--- config.mk ---
export PLATFORM = sky130hd
export DESIGN_NAME = cpm_clock_path_cfg
export DESIGN_NICKNAME = d
export VERILOG_FILES = /design/src/rtl/cpm_pkg.sv /design/src/rtl/cpm_clock_path_cfg.sv /design/src/rtl/cpm_nv_store.sv
export SDC_FILE = /design/constraint.sdc
export NUM_CORES = 1
export LEC_CHECK = 0
export BUFFER_PORTS_ARGS = -buffer_cell sky130_fd_sc_hd__buf_2
export CAP_MARGIN = 20
export CORE_MARGIN = 2
export CORE_UTILIZATION = 40
export CTS_BUF_LIST = sky130_fd_sc_hd__clkbuf_8 sky130_fd_sc_hd__clkbuf_16
export CTS_CLUSTER_DIAMETER = 60
export DETAILED_ROUTE_END_ITERATION = 12
export PLACE_DENSITY = 0.57
export SYNTH_ARGS = -nofsm -noshare
export SYNTH_HDL_FRONTEND = slang
export SYNTH_SLANG_ARGS = --single-unit
--- constraint.sdc ---
create_clock -name mclk -period 2 [get_ports mclk]
set_input_delay 0.2 -clock mclk [delete_from_list [all_inputs] [get_ports mclk]]
set_output_delay 0.2 -clock mclk [all_outputs]
set_load 0.03 [all_outputs]
--- src/rtl/cpm_pkg.sv ---
// constants and types shared by the clock path mode configuration block
package cpm_pkg;
  // pll mode field codes
  localparam int MODE_W = 2;
  localparam logic [1:0] MODE_NORMAL = 2'h0;
  localparam logic [1:0] MODE_ASYNC_PD = 2'h1;
  // field widths
  localparam int DIV_W = 3;
  localparam int REF_W = 3;
  localparam int MASK_W = 6;
  // packed configuration word layout
  localparam int CFG_MODE_LSB = 0;
  localparam int CFG_PFD = 2;
  localparam int CFG_SRC = 3;
  localparam int CFG_BYP = 4;
  localparam int CFG_DIV_LSB = 5;
  localparam int CFG_REF_LSB = 8;
  localparam int CFG_W = 11;
  // field-enable mask bit positions
  localparam int MSK_MODE = 0;
  localparam int MSK_PFD = 1;
  localparam int MSK_SRC = 2;
  localparam int MSK_BYP = 3;
  localparam int MSK_DIV = 4;
  localparam int MSK_REF = 5;
  // values after reset
  localparam logic [1:0] RST_MODE = MODE_ASYNC_PD;
  localparam logic RST_PFD = 1'b0;
  localparam logic RST_SRC = 1'b0;
  localparam logic RST_BYP = 1'b0;
  localparam logic [2:0] RST_DIV = 3'h0;
  localparam logic [2:0] RST_REF_EN = 3'h0;
  localparam logic RST_CAL = 1'b0;
  localparam logic [CFG_W-1:0] RST_CFG = {RST_REF_EN, RST_DIV, RST_BYP, RST_SRC, RST_PFD, RST_MODE};
  // effective divide ratios
  localparam logic [2:0] RATIO_BYPASS = 3'h1;
  localparam logic [2:0] RATIO_CODE0 = 3'h2;
  // frequency limits of the distribution path, in MHz
  localparam int MAX_CHAN_MHZ = 1600;
  localparam int MAX_EXT_MHZ = 2400;
  // startup sequencer
  typedef enum logic [1:0] {
    CPM_ST_LOAD = 2'b00,
    CPM_ST_WAIT = 2'b01,
    CPM_ST_RUN = 2'b10
  } cpm_state_e;
endpackage

--- src/rtl/cpm_clock_path_cfg.sv ---
// clock path mode configuration: shadow, commit, calibration start, nonvolatile restore
`timescale 1ns/10ps
// Summary of operation
// - mode code 00 runs the pll normally, 01 holds it in asynchronous power-down
// - source bit 1 routes internal vco to distribution, 0 the external clock input
// - bypass bit 0 uses the vco divider, 1 bypasses it
// - reset gives pll power-down, divider used, code zero, external clock selected
// - calibration starts when a committed update takes the calibration bit from 0 to 1
// - pfd polarity bit 0 positive, 1 negative
// - default path passes external input up to 2400 MHz through the vco divider
// - pll with external vco: internal vco off, external signal feeds prescaler
// - configuration can be saved to nonvolatile store and is restored after each chip reset; power-on clears the valid flag of the saved word
// - reference inputs are disabled by default until enabled
module cpm_clock_path_cfg #(
  parameter int NV_DEPTH = 1
) (
  input wire logic mclk,
  input wire logic reset_n,
  input wire logic nv_por_n,
  input wire logic clk_en,
  input wire logic shadow_wr,
  input wire logic [cpm_pkg::MASK_W-1:0] shadow_mask,
  input wire logic [cpm_pkg::MODE_W-1:0] pll_mode_in,
  input wire logic pfd_neg_in,
  input wire logic src_vco_in,
  input wire logic div_bypass_in,
  input wire logic [cpm_pkg::DIV_W-1:0] vco_div_in,
  input wire logic [cpm_pkg::REF_W-1:0] ref_en_in,
  input wire logic cal_wr,
  input wire logic cal_in,
  input wire logic update,
  input wire logic nv_save,
  output logic [cpm_pkg::MODE_W-1:0] pll_mode,
  output logic pll_on,
  output logic pfd_neg,
  output logic src_vco,
  output logic div_bypass,
  output logic [cpm_pkg::DIV_W-1:0] vco_div_code,
  output logic [2:0] div_ratio,
  output logic [cpm_pkg::REF_W-1:0] ref_en,
  output logic int_vco_on,
  output logic ext_to_prescaler,
  output logic cal_active,
  output logic cal_start,
  output logic ready
);
  import cpm_pkg::*;

  // refuse a store depth the logic cannot serve
  if (NV_DEPTH < 1) begin : g_bad_depth
    $error("cpm_clock_path_cfg: NV_DEPTH must be at least 1");
  end

  cpm_state_e state;
  cpm_state_e next_state;
  logic [CFG_W-1:0] shadow_cfg;
  logic shadow_cal;
  logic [CFG_W-1:0] active_cfg;
  logic [CFG_W-1:0] nv_rd_data;
  logic nv_rd_valid;

  // shadow write: per-field mask widened to a bit mask
  wire [CFG_W-1:0] wr_data = {ref_en_in, vco_div_in, div_bypass_in, src_vco_in, pfd_neg_in, pll_mode_in};
  wire [CFG_W-1:0] wr_bits = {{REF_W{shadow_mask[MSK_REF]}}, {DIV_W{shadow_mask[MSK_DIV]}},
                              shadow_mask[MSK_BYP], shadow_mask[MSK_SRC], shadow_mask[MSK_PFD],
                              {MODE_W{shadow_mask[MSK_MODE]}}};
  wire [CFG_W-1:0] next_shadow = shadow_wr ? ((shadow_cfg & ~wr_bits) | (wr_data & wr_bits)) : shadow_cfg;

  // commit and restore selection
  wire running = (state == CPM_ST_RUN);
  wire commit = running && update;
  wire restore = (state == CPM_ST_WAIT) && nv_rd_valid;
  wire [CFG_W-1:0] next_active = restore ? nv_rd_data : (commit ? shadow_cfg : active_cfg);
  wire next_cal = commit ? shadow_cal : cal_active;
  wire cal_edge = commit && shadow_cal && !cal_active;

  // decoded path controls from the next configuration
  wire [MODE_W-1:0] nx_mode = next_active[CFG_MODE_LSB +: MODE_W];
  wire nx_pll_on = (nx_mode == MODE_NORMAL);
  wire nx_src = next_active[CFG_SRC];
  wire nx_byp = next_active[CFG_BYP];
  wire [DIV_W-1:0] nx_div = next_active[CFG_DIV_LSB +: DIV_W];
  wire nx_int_vco = nx_pll_on && nx_src;
  wire nx_ext_pre = nx_pll_on && !nx_src;
  wire [2:0] nx_ratio = nx_byp ? RATIO_BYPASS : ratio_of(nx_div);

  // code 000 divides by 2, codes up to 100 reach 6, the rest give 1
  function automatic logic [2:0] ratio_of(input logic [DIV_W-1:0] code);
    logic [2:0] r;
    r = RATIO_BYPASS;
    if (code <= 3'h4) begin
      r = 3'(code + RATIO_CODE0);
    end
    return r;
  endfunction

  // startup sequencer: read the store once, then run
  always_comb begin
    next_state = state;
    case (state)
      CPM_ST_LOAD: next_state = CPM_ST_WAIT;
      CPM_ST_WAIT: next_state = CPM_ST_RUN;
      CPM_ST_RUN: next_state = CPM_ST_RUN;
      default: next_state = CPM_ST_LOAD;
    endcase
  end

  always_ff @(posedge mclk or negedge reset_n) begin
    if (!reset_n) begin
      state <= CPM_ST_LOAD;
    end else if (clk_en) begin
      state <= next_state;
    end
  end

  // shadow stage; a restore also seeds the shadow so the next commit keeps it
  always_ff @(posedge mclk or negedge reset_n) begin
    if (!reset_n) begin
      shadow_cfg <= RST_CFG;
      shadow_cal <= RST_CAL;
    end else if (clk_en) begin
      shadow_cfg <= restore ? nv_rd_data : next_shadow;
      if (cal_wr) begin
        shadow_cal <= cal_in;
      end
    end
  end

  // active configuration and registered outputs
  always_ff @(posedge mclk or negedge reset_n) begin
    if (!reset_n) begin
      active_cfg <= RST_CFG;
      cal_active <= RST_CAL;
      cal_start <= 1'b0;
      pll_on <= 1'b0;
      int_vco_on <= 1'b0;
      ext_to_prescaler <= 1'b0;
      div_ratio <= RATIO_CODE0;
      ready <= 1'b0;
    end else if (clk_en) begin
      active_cfg <= next_active;
      cal_active <= next_cal;
      cal_start <= cal_edge;
      pll_on <= nx_pll_on;
      int_vco_on <= nx_int_vco;
      ext_to_prescaler <= nx_ext_pre;
      div_ratio <= nx_ratio;
      ready <= (next_state == CPM_ST_RUN);
    end
  end

  // field views of the active word
  assign pll_mode = active_cfg[CFG_MODE_LSB +: MODE_W];
  assign pfd_neg = active_cfg[CFG_PFD];
  assign src_vco = active_cfg[CFG_SRC];
  assign div_bypass = active_cfg[CFG_BYP];
  assign vco_div_code = active_cfg[CFG_DIV_LSB +: DIV_W];
  assign ref_en = active_cfg[CFG_REF_LSB +: REF_W];

  // save takes the committed configuration; the store is read once while loading
  wire nv_wr = nv_save && running;
  wire nv_rd = (state == CPM_ST_LOAD);

  cpm_nv_store #(
    .W(CFG_W),
    .DEPTH(NV_DEPTH)
  ) u_nv (
    .mclk(mclk),
    .por_n(nv_por_n),
    .clk_en(clk_en),
    .wr_en(nv_wr),
    .wr_data(active_cfg),
    .rd_en(nv_rd),
    .rd_data(nv_rd_data),
    .rd_valid(nv_rd_valid)
  );
endmodule

--- src/rtl/cpm_nv_store.sv ---
// nonvolatile configuration store with registered read data
`timescale 1ns/10ps
module cpm_nv_store #(
  parameter int W = 11,
  parameter int DEPTH = 1
) (
  input wire logic mclk,
  input wire logic por_n,
  input wire logic clk_en,
  input wire logic wr_en,
  input wire logic [W-1:0] wr_data,
  input wire logic rd_en,
  output logic [W-1:0] rd_data,
  output logic rd_valid
);
  logic [W-1:0] mem [DEPTH];
  logic [DEPTH-1:0] valid;

  // refuse sizes the store cannot hold
  if (W < 1 || DEPTH < 1) begin : g_bad_size
    $error("cpm_nv_store: W and DEPTH must be at least 1");
  end

  // contents survive the chip reset; only power-on clears the valid flags
  always_ff @(posedge mclk) begin
    if (clk_en && wr_en) begin
      mem[0] <= wr_data;
    end
  end

  always_ff @(posedge mclk or negedge por_n) begin
    if (!por_n) begin
      valid <= '0;
    end else if (clk_en && wr_en) begin
      valid[0] <= 1'b1;
    end
  end

  // registered read port
  always_ff @(posedge mclk or negedge por_n) begin
    if (!por_n) begin
      rd_data <= '0;
      rd_valid <= 1'b0;
    end else if (clk_en && rd_en) begin
      rd_data <= mem[0];
      rd_valid <= valid[0];
    end
  end
endmodule

Yosys cells after proc, flatten, opt, wreduce, memory -nomap -nowiden. Memory sizes are Yosys's and may differ from the RTL's. A register that Yosys moved wholly into a read port is not among the register bits. Cells that the tools add are included.

Output and inout bits: 20. Word-level logic and storage cells: 54. Input bits: 26. Memories: 1. Bits in writable memories: 11. Bits in registers: 36.

Equality and inequality tests: 3. Multiplexer cells: 9. Bitwise operators: 4. $lt $le $gt $ge: 1. Reduce and logical (&&, ||, !) cells: 21. Add/subtract/negate cells: 1.

Memory list: u_nv.mem (depth 1, width 11, read ports 1, clocked after memory_dff 1, write ports 1, line cpm_nv_store.sv:16) `logic [W-1:0] mem [DEPTH];`.

Operators by type and width (number): 2-to-1 mux 11 bit (4); AND 11 bit (2); NOT 11 bit (1); OR 11 bit (1); logical AND 1 bit (9); AND reduction 2 bit (4); 2-to-1 mux 3 bit (2); equality test 2 bit, second input constant (2); zero test 2 bit (2); case mux 2 bit (2 select lines) (1); nonzero test 2 bit (2); adder 3 x 2 -> 3 bit, second input constant (1); <= comparator 3 bit, second input constant (1); zero test 1 bit (3); equality test 2 x 1 -> 1 bit, second input constant (1); 2-to-1 mux 1 bit (2); OR reduction 2 bit (1).

Logic depth before layout (Yosys ltp). Gate-level depths: netlist (run 1).

Depth in word-level cells: 7. Mapped depth: 7. Mapped depth without buffers: 6.

Modules after synthesis. From an unflattened synthesis (run 1), not the netlist that was laid out.

Cells, all modules: 226. Area, all modules: 2666.3 um^2.

By module, submodules not included: cpm_clock_path_cfg (area an instance 1806.7 um^2, instances 1, cells an instance 186, seq. area each 829.5 um^2); cpm_nv_store (area an instance 859.6 um^2, instances 1, cells an instance 40, seq. area each 655.6 um^2).

Worst setup path before layout (run 1). OpenSTA, ideal clock, no wires.

Kind: flip-flop to flip-flop. From: register state[1]. To: register div_ratio[2]. Cell stages (with the launch flop): 8. Period minus slack after synthesis: 1786 ps. Arrival time: 1682 ps. Setup time: 104 ps. Path buffers: 1. Required time: 1896 ps. Setup slack: 214 ps. Cells stage by stage: dfrtp_1 -> inv_1 -> ha_1 -> and2_4 -> buf_6 -> o31ai_4 -> nand2_1 -> o311ai_1.

Word-level cells in the longest chain between the ends: 7. Elaborated cells on any way between the ends: 10. Those cells by class: 1 x add/sub; 1 x order compare; 2 x eq/ne; 4 x mux; 2 x reduce/logical.

RTL lines: start: declaration (line cpm_clock_path_cfg.sv:54) `cpm_state_e state;`; start signal: assignment (line cpm_clock_path_cfg.sv:112) `state <= next_state;`; equality test 2 bit (line cpm_clock_path_cfg.sv:70) `wire running = (state == CPM_ST_RUN);`; logical AND 1 bit (line cpm_clock_path_cfg.sv:71) `wire commit = running && update;`; 2-to-1 mux 11 bit (line cpm_clock_path_cfg.sv:73) `wire [CFG_W-1:0] next_active = restore ? nv_rd_data : (commit ? shadow_cfg : active_cfg);`; 2-to-1 mux 11 bit (*) (line cpm_clock_path_cfg.sv:73); adder 3 x 2 -> 3 bit or <= comparator 3 bit (tied branches) (line cpm_clock_path_cfg.sv:92, cpm_clock_path_cfg.sv:91); 2-to-1 mux 3 bit (line cpm_clock_path_cfg.sv:91) `if (code <= 3'h4) begin`; 2-to-1 mux 3 bit (*) (line cpm_clock_path_cfg.sv:85) `wire [2:0] nx_ratio = nx_byp ? RATIO_BYPASS : ratio_of(nx_div);`; end signal: assignment (line cpm_clock_path_cfg.sv:147) `div_ratio <= nx_ratio;`; end: declaration (line cpm_clock_path_cfg.sv:39) `output logic [2:0] div_ratio,`.

Every way passes the cells marked *; elsewhere a longest branch is shown, timed or not. The select of a mux whose other input is x is not followed. A chain may end at the register's enable or synchronous reset.

==> results.md, run 1 <==
* Outcome: finished, final reports clean
* Area growth, synth to finish at 21.5%
* Fin. Hold Viols at 0
* Iter 0 DRT Violations at 157
* FP Rows at 29
* Vias in the first global route at 1964
* Critical path required time at 2.24 ns
* Final Instance Count excl. Fillers at 366
* Clock-pin slew on the worst setup and hold paths at 0.06 ns
* Number of synthesized flops with an enable pin at 11
* Avg Cell Area, Syn at 11.4 sq um
* Mapped Nets at 259
* Share of layout cells above drive strength 1 at 34.6%
* Post-route ant nets at 0
* Worst Path Buf+Inv at 2
* Tmin final at 1.73 ns
* Crit path DAT at 1.97 ns
* Gate count of the mapped netlist at 229
* Post-route DRC at 0
* Die height at 84.7 um
* Largest net degree at the start of global routing at 34
* First-pass DRT Iterations at 4
* FILL cells at 598
* Cell Pwr Density at 1650 mW/mm^2
* Worst-Margin Slew at 0.775 ns
* Design Power at 5220 uW
* Reg area at 0.00149 sq mm
* Type of the worst setup path: flip-flop to flip-flop
* Post-Route WL at 5.95 mm
* Slew Viols, Final at 0
* Max_cap viols at 0
* Synth async-reset ratio at 80.7%
* DR WL/cell at 16.3 um
* Critical-path maximum fanout at 19
* Port bufs at 45
* Sequential fraction of the synthesis area at 57.0%
* Initial Utilization at 41.3%
* GR Util All Layers at 17.9%
* Netlist cell types at 43
* Routability cong. at 0.809
* Highest clock rate at 579 MHz
* CP startpoint: state[1]
* TritonCTS Sinks at 57
* Final clock skew at 0.00827 ns
* Crit-path max cell delay at 0.40 ns
* Top cells by area, synth: dfrtp_1 41%, edfxtp_1 13%, mux2_2 8.2%
* Multi-input logic area at 0.00105 sq mm
* Synthesized cell area at 0.00261 sq mm
* Clock root buffer: clkbuf_8
* Via Count at 1954
* CTS Buf Count at 9
* Max clock buf depth at 2
* Skew-Pair Late Insertion Delay at 0.33 ns
* Final core utilization at 50.1%
* Kind of cell adding the most delay to the critical path: flip-flops
* Synth Flop Type: dfrtp_1
* Min-delay worst type: input port to flip-flop
* Post-DP HPWL at 4.14 mm
* Htree depth at 3
* IO Count at 46
* Warnings, synthesis at 0
* Startpoint Class: flip-flop
* Core area at 0.00631 sq mm
* GRT Residual Overflow at 0
* Crit path cell chain: inv_1 -> ha_1 -> nand2_4 -> buf_4 -> nand2_1 -> a21oi_1 -> a41oi_1
* Synth area leader: dfrtp_1
* Setup TNS at 0 ns
* CP Capture Type: flip-flop
* Setup violations, final at 0
* Vias/cell at 5.34
* Register bit count reported by yosys at 57
* R2R Path Start: state[1]
* Yosys top cell area share at 41.3%
* Number of diodes at 0
* Leak Pwr at 0.00138 uW
* HP Start: cal_in
* Max VDD drop at 679 uV
* Initial antenna violation count at 0
* First-pass GRT wire length at 9.94 mm
* Final period utilization at 86.4%
* Slowest stage cell, crit path: dfrtp_1
* RSZ-0062 raised after global routing: no
* Placed cell count at 348
* Fin nets at 314
* Die ar. at 0.00718 sq mm
* Max-slew headroom at 48.4%
* CTS tree: built
* Die X at 84.7 um
metal layers:
| layer | wire length, um | part of all wire, % | track usage [%] |
|---|---|---|---|
| met4 | 65 | 1.1 | 7.79 |
| met3 | 293 | 4.9 | 3.34 |
| met2 | 2760 | 46 | 26.2 |
| met1 | 2840 | 48 | 26.1 |
| met5 | 0 | 0 | 0 |
final cells by class:
type	instances	share of cell area [%]
flip-flops and latches	57	46.9
inverters	6	0.711
multi-input cells	153	33.2
clock inverters	6	1.70
repair buffers	57	10.1
clock buffers	10	4.35
well taps	77	3.04
through the flow:
stage | cell area (sq um) | hold WS, ns | worst slack, ns
after global placement | 2940 | 0.128 | 0.130
after detailed placement | 2940 | 0.127 | 0.112
after floorplan | 2610 | -0.0956 | 0.214
final | 3170 | 0.0988 | 0.272
after global routing | 3170 | 0.107 | 0.0812
after CTS | 3150 | 0.0907 | 0.107
path summary, 6_finish.rpt:
kind                                         to  slack [ns]  cells past startpoint
min in group asynchronous       u_nv.rd_data[9]        0.29                      2
worst max-delay path                  flip-flop        0.27                      7
worst min-delay path                 shadow_cal         0.1                      2
max in group asynchronous         active_cfg[5]        1.02                      2
worst min register to register  u_nv.rd_data[2]        0.48                      1
worst max register to register        flip-flop        0.27                      7
cells by family (layout without fill, tap and decap cells):
kind of cell / after synthesis / in the layout / share of synthesized area, %
and+or+nand+nor: 66 / 66 / 12.3
AOI/OAI and AO/OA: 63 / 63 / 16.7
DFF: 57 / 57 / 57.0
muxes: 20 / 20 / 8.59
buffers and inverters: 19 / 79 / 3.46
adders and majority gates: 4 / 4 / 1.92
cells in the mapped netlist, types with 2 or more instances:
library cell / count
edfxtp_1: 11
and3b_1: 2
dfrtp_1: 43
nor2_1: 9
nand3b_1: 2
and3_1: 2
o22ai_1: 11
a21oi_1: 24
nand3_1: 16
buf_2: 3
mux2_2: 19
o21ai_0: 5
a21bo_2: 2
inv_1: 6
nand2_1: 27
dfstp_2: 3
a41oi_1: 8
ha_1: 4
buf_4: 2
clkbuf_1: 6
a21boi_1: 2
power breakdown:
group,internal [uW],switching (uW),total (uW)
Sequential,1690,347,2040
Clock,593,449,1040
Combinational,887,1250,2140
repair_timing:
item / CTS / global route
setup endpoints to repair: 0 / 5
setup buffers: 0 / 0
endpoints found under the hold margin: 43 / 0
hold buffers: 2 / 0
gates resized for setup: 0 / 3
layout by cell type, fill, tap and decap left out, types with 2 or more instances in the layout:
| cell | instances |
|---|---|
| dfrtp_1 | 43 |
| inv_1 | 9 |
| mux2_2 | 19 |
| o21ai_0 | 5 |
| a21boi_1 | 2 |
| nand3_1 | 16 |
| a41oi_1 | 8 |
| a21oi_1 | 24 |
| and3_1 | 2 |
| nand3b_1 | 2 |
| buf_2 | 45 |
| o22ai_1 | 11 |
| dlygate4sd3_1 | 2 |
| edfxtp_1 | 11 |
| buf_4 | 10 |
| nand2_1 | 27 |
| nor2_1 | 9 |
| dfstp_2 | 3 |
| clkbuf_8 | 10 |
| a21bo_2 | 2 |
| ha_1 | 3 |
| and3b_1 | 2 |
(Power assumes the default switching activity.)
==> run 2: changes to the inputs <==
==> constraint.sdc (replaced) <==
create_clock -name mclk -period 2 [get_ports mclk]
set_input_delay 0.1 -clock mclk [delete_from_list [all_inputs] [get_ports mclk]]
set_output_delay 0.1 -clock mclk [all_outputs]
set_load 0.03 [all_outputs]
==> run 2 against run 1 <==
Effect of this change:
- register-to-register slack got worse by 0.13 ns
- clock skew barely moved
- fmax fell by 7.1%
- power fell by 2.5%
- setup slack got worse by 0.13 ns
- core utilization fell by 0.32 points
- sequential power barely moved
- routed wire length rose by 1.2%
- final cell count rose by 0.55%
- combinational power barely moved
- sequential share of layout area rose by 0.30 points
- die area did not move
- largest cell class unchanged
- highest routed layer unchanged
==> results.md, run 2 (synthesized netlist as in run 1, its figures left out) <==
* Initial Utilization at 41.3%
* Die ar. at 0.00718 sq mm
* TritonCTS Sinks at 57
* Slew Viols, Final at 0
* Share of layout cells above drive strength 1 at 35.1%
* Critical-path maximum fanout at 10
* GR Util All Layers at 18.3%
* Die height at 84.7 um
* Setup TNS at 0 ns
* Via Count at 1953
* Crit path DAT at 2.07 ns
* Post-Route WL at 6.02 mm
* DR WL/cell at 16.4 um
* Setup violations, final at 0
* First-pass GRT wire length at 10.0 mm
* Multi-input logic area at 0.00104 sq mm
* FP Rows at 29
* IO Count at 46
* Max_cap viols at 0
* Skew-Pair Late Insertion Delay at 0.33 ns
* Post-DP HPWL at 4.12 mm
* Iter 0 DRT Violations at 140
* Setup ws final at 0.140 ns
* CTS Buf Count at 9
* Max VDD drop at 730 uV
* Vias/cell at 5.31
* Post-route ant nets at 0
* Highest clock rate at 538 MHz
* First-pass DRT Iterations at 4
* Startpoint Class: flip-flop
* CP Capture Type: flip-flop
* Leak Pwr at 0.00138 uW
* Port bufs at 45
* Final period utilization at 93.0%
* Tmin final at 1.86 ns
* Initial antenna violation count at 0
* Critical path required time at 2.21 ns
* Most frequent cells in the layout: 45 x buf_2, 43 x dfrtp_1, 27 x nand2_1
* Cell Pwr Density at 1620 mW/mm^2
* GRT Residual Overflow at 0
* Area growth, synth to finish at 20.7%
* FILL cells at 592
* Most common cell after layout, fill and taps aside: buf_2
* Die X at 84.7 um
* RSZ-0062 raised after global routing: no
* Type of the worst setup path: flip-flop to flip-flop
* Number of diodes at 0
* Final clock skew at 0.00833 ns
* Core area at 0.00631 sq mm
* Routability cong. at 0.738
* Clock-pin slew on the worst setup and hold paths at 0.06 ns
* CTS tree: built
* Htree depth at 3
* Post-route DRC at 0
* Fin. Hold Viols at 0
* Fin nets at 316
* Vias in the first global route at 1962
* Largest net degree at the start of global routing at 34
* Reg area at 0.00149 sq mm
* Max-slew headroom at 47.7%
* Worst-Margin Slew at 0.785 ns
* Outcome: finished, final reports clean
* Post-Place Setup Slack at 0.0689 ns
* Clock root buffer: clkbuf_8
* Max clock buf depth at 2
* Min-delay worst type: input port to flip-flop
==> run 2: layer usage <==
metal / track usage, % / wire length, um / vias up
li1: - / - / 953
met1: 26.1 / 2940 / 942
met2: 26.6 / 2710 / 50
met3: 5.80 / 288 / 8
met4: 6.06 / 80 / 0
met5: 0 / 0 / -
==> run 2: metrics by stage <==
stage	hold WS (ns)	power (uW)	util, %	cell area, sq um	instances
after floorplan	-0.196	3550	-	2610	229
after global placement	0.0292	4130	46.6	2940	349
after detailed placement	0.0382	4180	46.6	2940	349
after CTS	0.0612	5120	49.7	3140	368
after global routing	0.0708	5450	49.8	3150	368
final	0.0694	5090	49.8	3150	368
==> run 2: timing repair <==
item,4_1_cts,5_1_grt
hold buffers,3,0
resized for setup,0,2
endpoints found under the hold margin,44,0
setup endpoints to repair,0,13
setup buffers,0,0
==> run 2: path summary, 6_finish.rpt <==
kind | slack (ns) | startpoint | to | cells past startpoint
worst max register to register | 0.14 | state[1] | pll_on | 7
max in group asynchronous | 1.11 | reset_n | async pin | 2
worst min-delay path | 0.07 | src_vco_in | flip-flop | 3
worst max-delay path | 0.14 | state[1] | pll_on | 7
worst min register to register | 0.46 | u_nv.valid | u_nv.valid | 1
min in group asynchronous | 0.21 | nv_por_n | u_nv.rd_data[5] | 2
==> run 2: critical path, cell delays in order, from the launching register on <==
cell	delay [ns]
dfrtp_1	0.40
inv_1	0.12
ha_1	0.30
and2_4	0.28
a21oi_1	0.06
o21ai_0	0.30
buf_4	0.18
o21ai_0	0.08
==> run 2: area by class of cell <==
cell class                      instances  share of cell area [%]
Tap cell                               77                    3.06
Timing Repair Buffer                   59                    10.7
Sequential cell                        57                    47.2
Inverter                                6                   0.716
Clock inverter                          6                   0.875
Clock buffer                           10                    4.38
Multi-Input combinational cell        153                    33.0
==> run 2: report_power, final <==
part,internal (uW),switching (uW)
registers,1690,348
logic,888,1250
clock network,464,442
==> run 3: changes to the inputs <==
--- a/config.mk
+++ b/config.mk
@@ -13,6 +13,7 @@
 export CTS_CLUSTER_DIAMETER = 60
 export DETAILED_ROUTE_END_ITERATION = 12
 export PLACE_DENSITY = 0.57
+export RECOVER_POWER = 100
 export SYNTH_ARGS = -nofsm -noshare
 export SYNTH_HDL_FRONTEND = slang
 export SYNTH_SLANG_ARGS = --single-unit
==> run 3 against run 2 <==
Effect of this change:
- worst hold slack got worse by 0.0020 ns
- register-to-register slack got worse by 0.02 ns
- sequential share of layout area rose by 0.84 points
- largest cell class unchanged
==> results.md, run 3 (synthesized netlist as in run 1, its figures left out) <==
* RSZ-0062 raised after global routing: no
* Cell Pwr Density at 1620 mW/mm^2
* CTS Buf Count at 9
* Highest clock rate at 532 MHz
* Die X at 84.7 um
* First-pass DRT Iterations at 4
* Hold Path Cell Cnt at 3
* Die height at 84.7 um
* Outcome: finished, final reports clean
* Final period utilization at 93.9%
* Placed cell count at 349
* CTS tree: built
* Slew Viols, Final at 0
* Share of layout cells above drive strength 1 at 25.8%
* Design Power at 4990 uW
* DR WL/cell at 16.4 um
* Startpoint Class: flip-flop
* Crit path depth at 7
* Setup TNS at 0 ns
* Type of the worst setup path: flip-flop to flip-flop
* Max clock buf depth at 2
* Via Count at 1960
* Vias in the first global route at 1962
* Worst-Margin Slew at 0.880 ns
* CP startpoint: state[1]
* Post-Route WL at 6.05 mm
* Most used cell, CP: o21ai_0
* Post-route ant nets at 0
* FILL cells at 612
* Top sig layer: met4
* Max-slew headroom at 41.3%
* Crit path cell chain: inv_1 -> ha_1 -> and2_4 -> a21oi_1 -> o21ai_0 -> clkbuf_1 -> o21ai_0
* CP Capture Type: flip-flop
* Wl on met1 at 2.93 mm
* Die ar. at 0.00718 sq mm
* Crit-path max cell delay at 0.40 ns
* Initial antenna violation count at 0
* Crit path DAT at 2.09 ns
* Post-DP HPWL at 4.12 mm
* Worst Path Buf+Inv at 2
* Fin nets at 316
* Post-route DRC at 0
* First-pass GRT wire length at 10.0 mm
* Leak Pwr at 0.00130 uW
* Critical path required time at 2.21 ns
* Tmin final at 1.88 ns
* Fin. Hold Viols at 0
* Number of diodes at 0
* CP Capture Point: pll_on
* Routability cong. at 0.738
* IO Count at 46
* R2R cell count at 7
* Htree depth at 3
* Final clock skew at 0.00729 ns
* Clock-pin slew on the worst setup and hold paths at 0.06 ns
* Kind of cell adding the most delay to the critical path: compound AO/OA/AOI/OAI gates
* FF-to-FF setup slack at 0.12 ns
* Clock root buffer: clkbuf_8
* GR Util All Layers at 18.3%
* Min-delay worst type: input port to flip-flop
* Area growth, synth to finish at 18.6%
* Most common cell after layout, fill and taps aside: dfrtp_1
* Skew-Pair Late Insertion Delay at 0.33 ns
* Met2 Routed Length at 2.70 mm
* TritonCTS Sinks at 57
* Critical-path maximum fanout at 10
* RR Endpoint: pll_on
* Initial Utilization at 41.3%
* Most frequent cells in the layout: 43 x dfrtp_1, 27 x nand2_1, 25 x clkbuf_1
* Max VDD drop at 716 uV
* Vias/cell at 5.33
* Iter 0 DRT Violations at 196
* R2R Path Start: state[1]
* Final Instance Count excl. Fillers at 368
* Largest net degree at the start of global routing at 34
* Max_cap viols at 0
* Slowest stage cell, crit path: dfrtp_1
* Core area at 0.00631 sq mm
* Port bufs at 45
* GRT Residual Overflow at 0
* Routed length on met3 at 329 um
* FP Rows at 29
* Setup violations, final at 0
[run 3: worst min-delay path by stage]
stage / start / to / slack [ns]
after floorplan: reset_n / async pin / -0.20
after global placement: nv_por_n / u_nv.valid / 0.03
after detailed placement: nv_por_n / u_nv.rd_data[4] / 0.04
after CTS: pfd_neg_in / flip-flop / 0.06
after global routing: src_vco_in / flip-flop / 0.07
final: pfd_neg_in / flip-flop / 0.07
[run 3: metrics by stage]
stage / hold WS [ns] / setup WS [ns] / utilization, % / area (sq um)
2_1_floorplan: -0.196 / 0.214 / - / 2610
3_3_place_gp: 0.0292 / 0.143 / 46.6 / 2940
3_5_place_dp: 0.0382 / 0.0689 / 46.6 / 2940
4_1_cts: 0.0612 / 0.0760 / 49.7 / 3140
5_1_grt: 0.0708 / 0.0219 / 48.9 / 3090
6_report: 0.0673 / 0.121 / 48.9 / 3090
[run 3: final cells by class]
class,count,area [sq um],share of cell area (%)
well taps,77,96.3,3.12
clock buffers,10,138,4.45
clock inverters,6,27.5,0.891
inverters,6,22.5,0.729
flip-flops and latches,57,1490,48.1
multi-input cells,153,1030,33.4
repair buffers,59,289,9.35
[run 3: per-layer routing]
layer	track usage (%)	up-vias
met5	0	-
met4	6.06	0
met3	5.80	8
met2	26.6	54
met1	26.1	941
li1	-	957
[run 3: repair_timing]
action / in CTS / in global routing
endpoints found under the hold margin: 44 / 0
hold buffers: 3 / 0
gates resized for setup: 0 / 2
setup buffers: 0 / 0
endpoints found under the setup margin: 0 / 13
[run 3: power by group]
group	internal (uW)	leakage (uW)	switching, uW
Sequential	1690	0.000628	353
Combinational	799	0.000571	1250
Clock	464	0.0000982	441
[run 3: worst register-to-register path, delay by kind of cell (launching register included)]
family	cells	cell delay, ns
adder cells (fa/ha/maj)	1	0.30
buffers and inverters	2	0.30
flip-flops	1	0.40
AO/OA/AOI/OAI	3	0.47
AND/OR/NAND/NOR	1	0.28
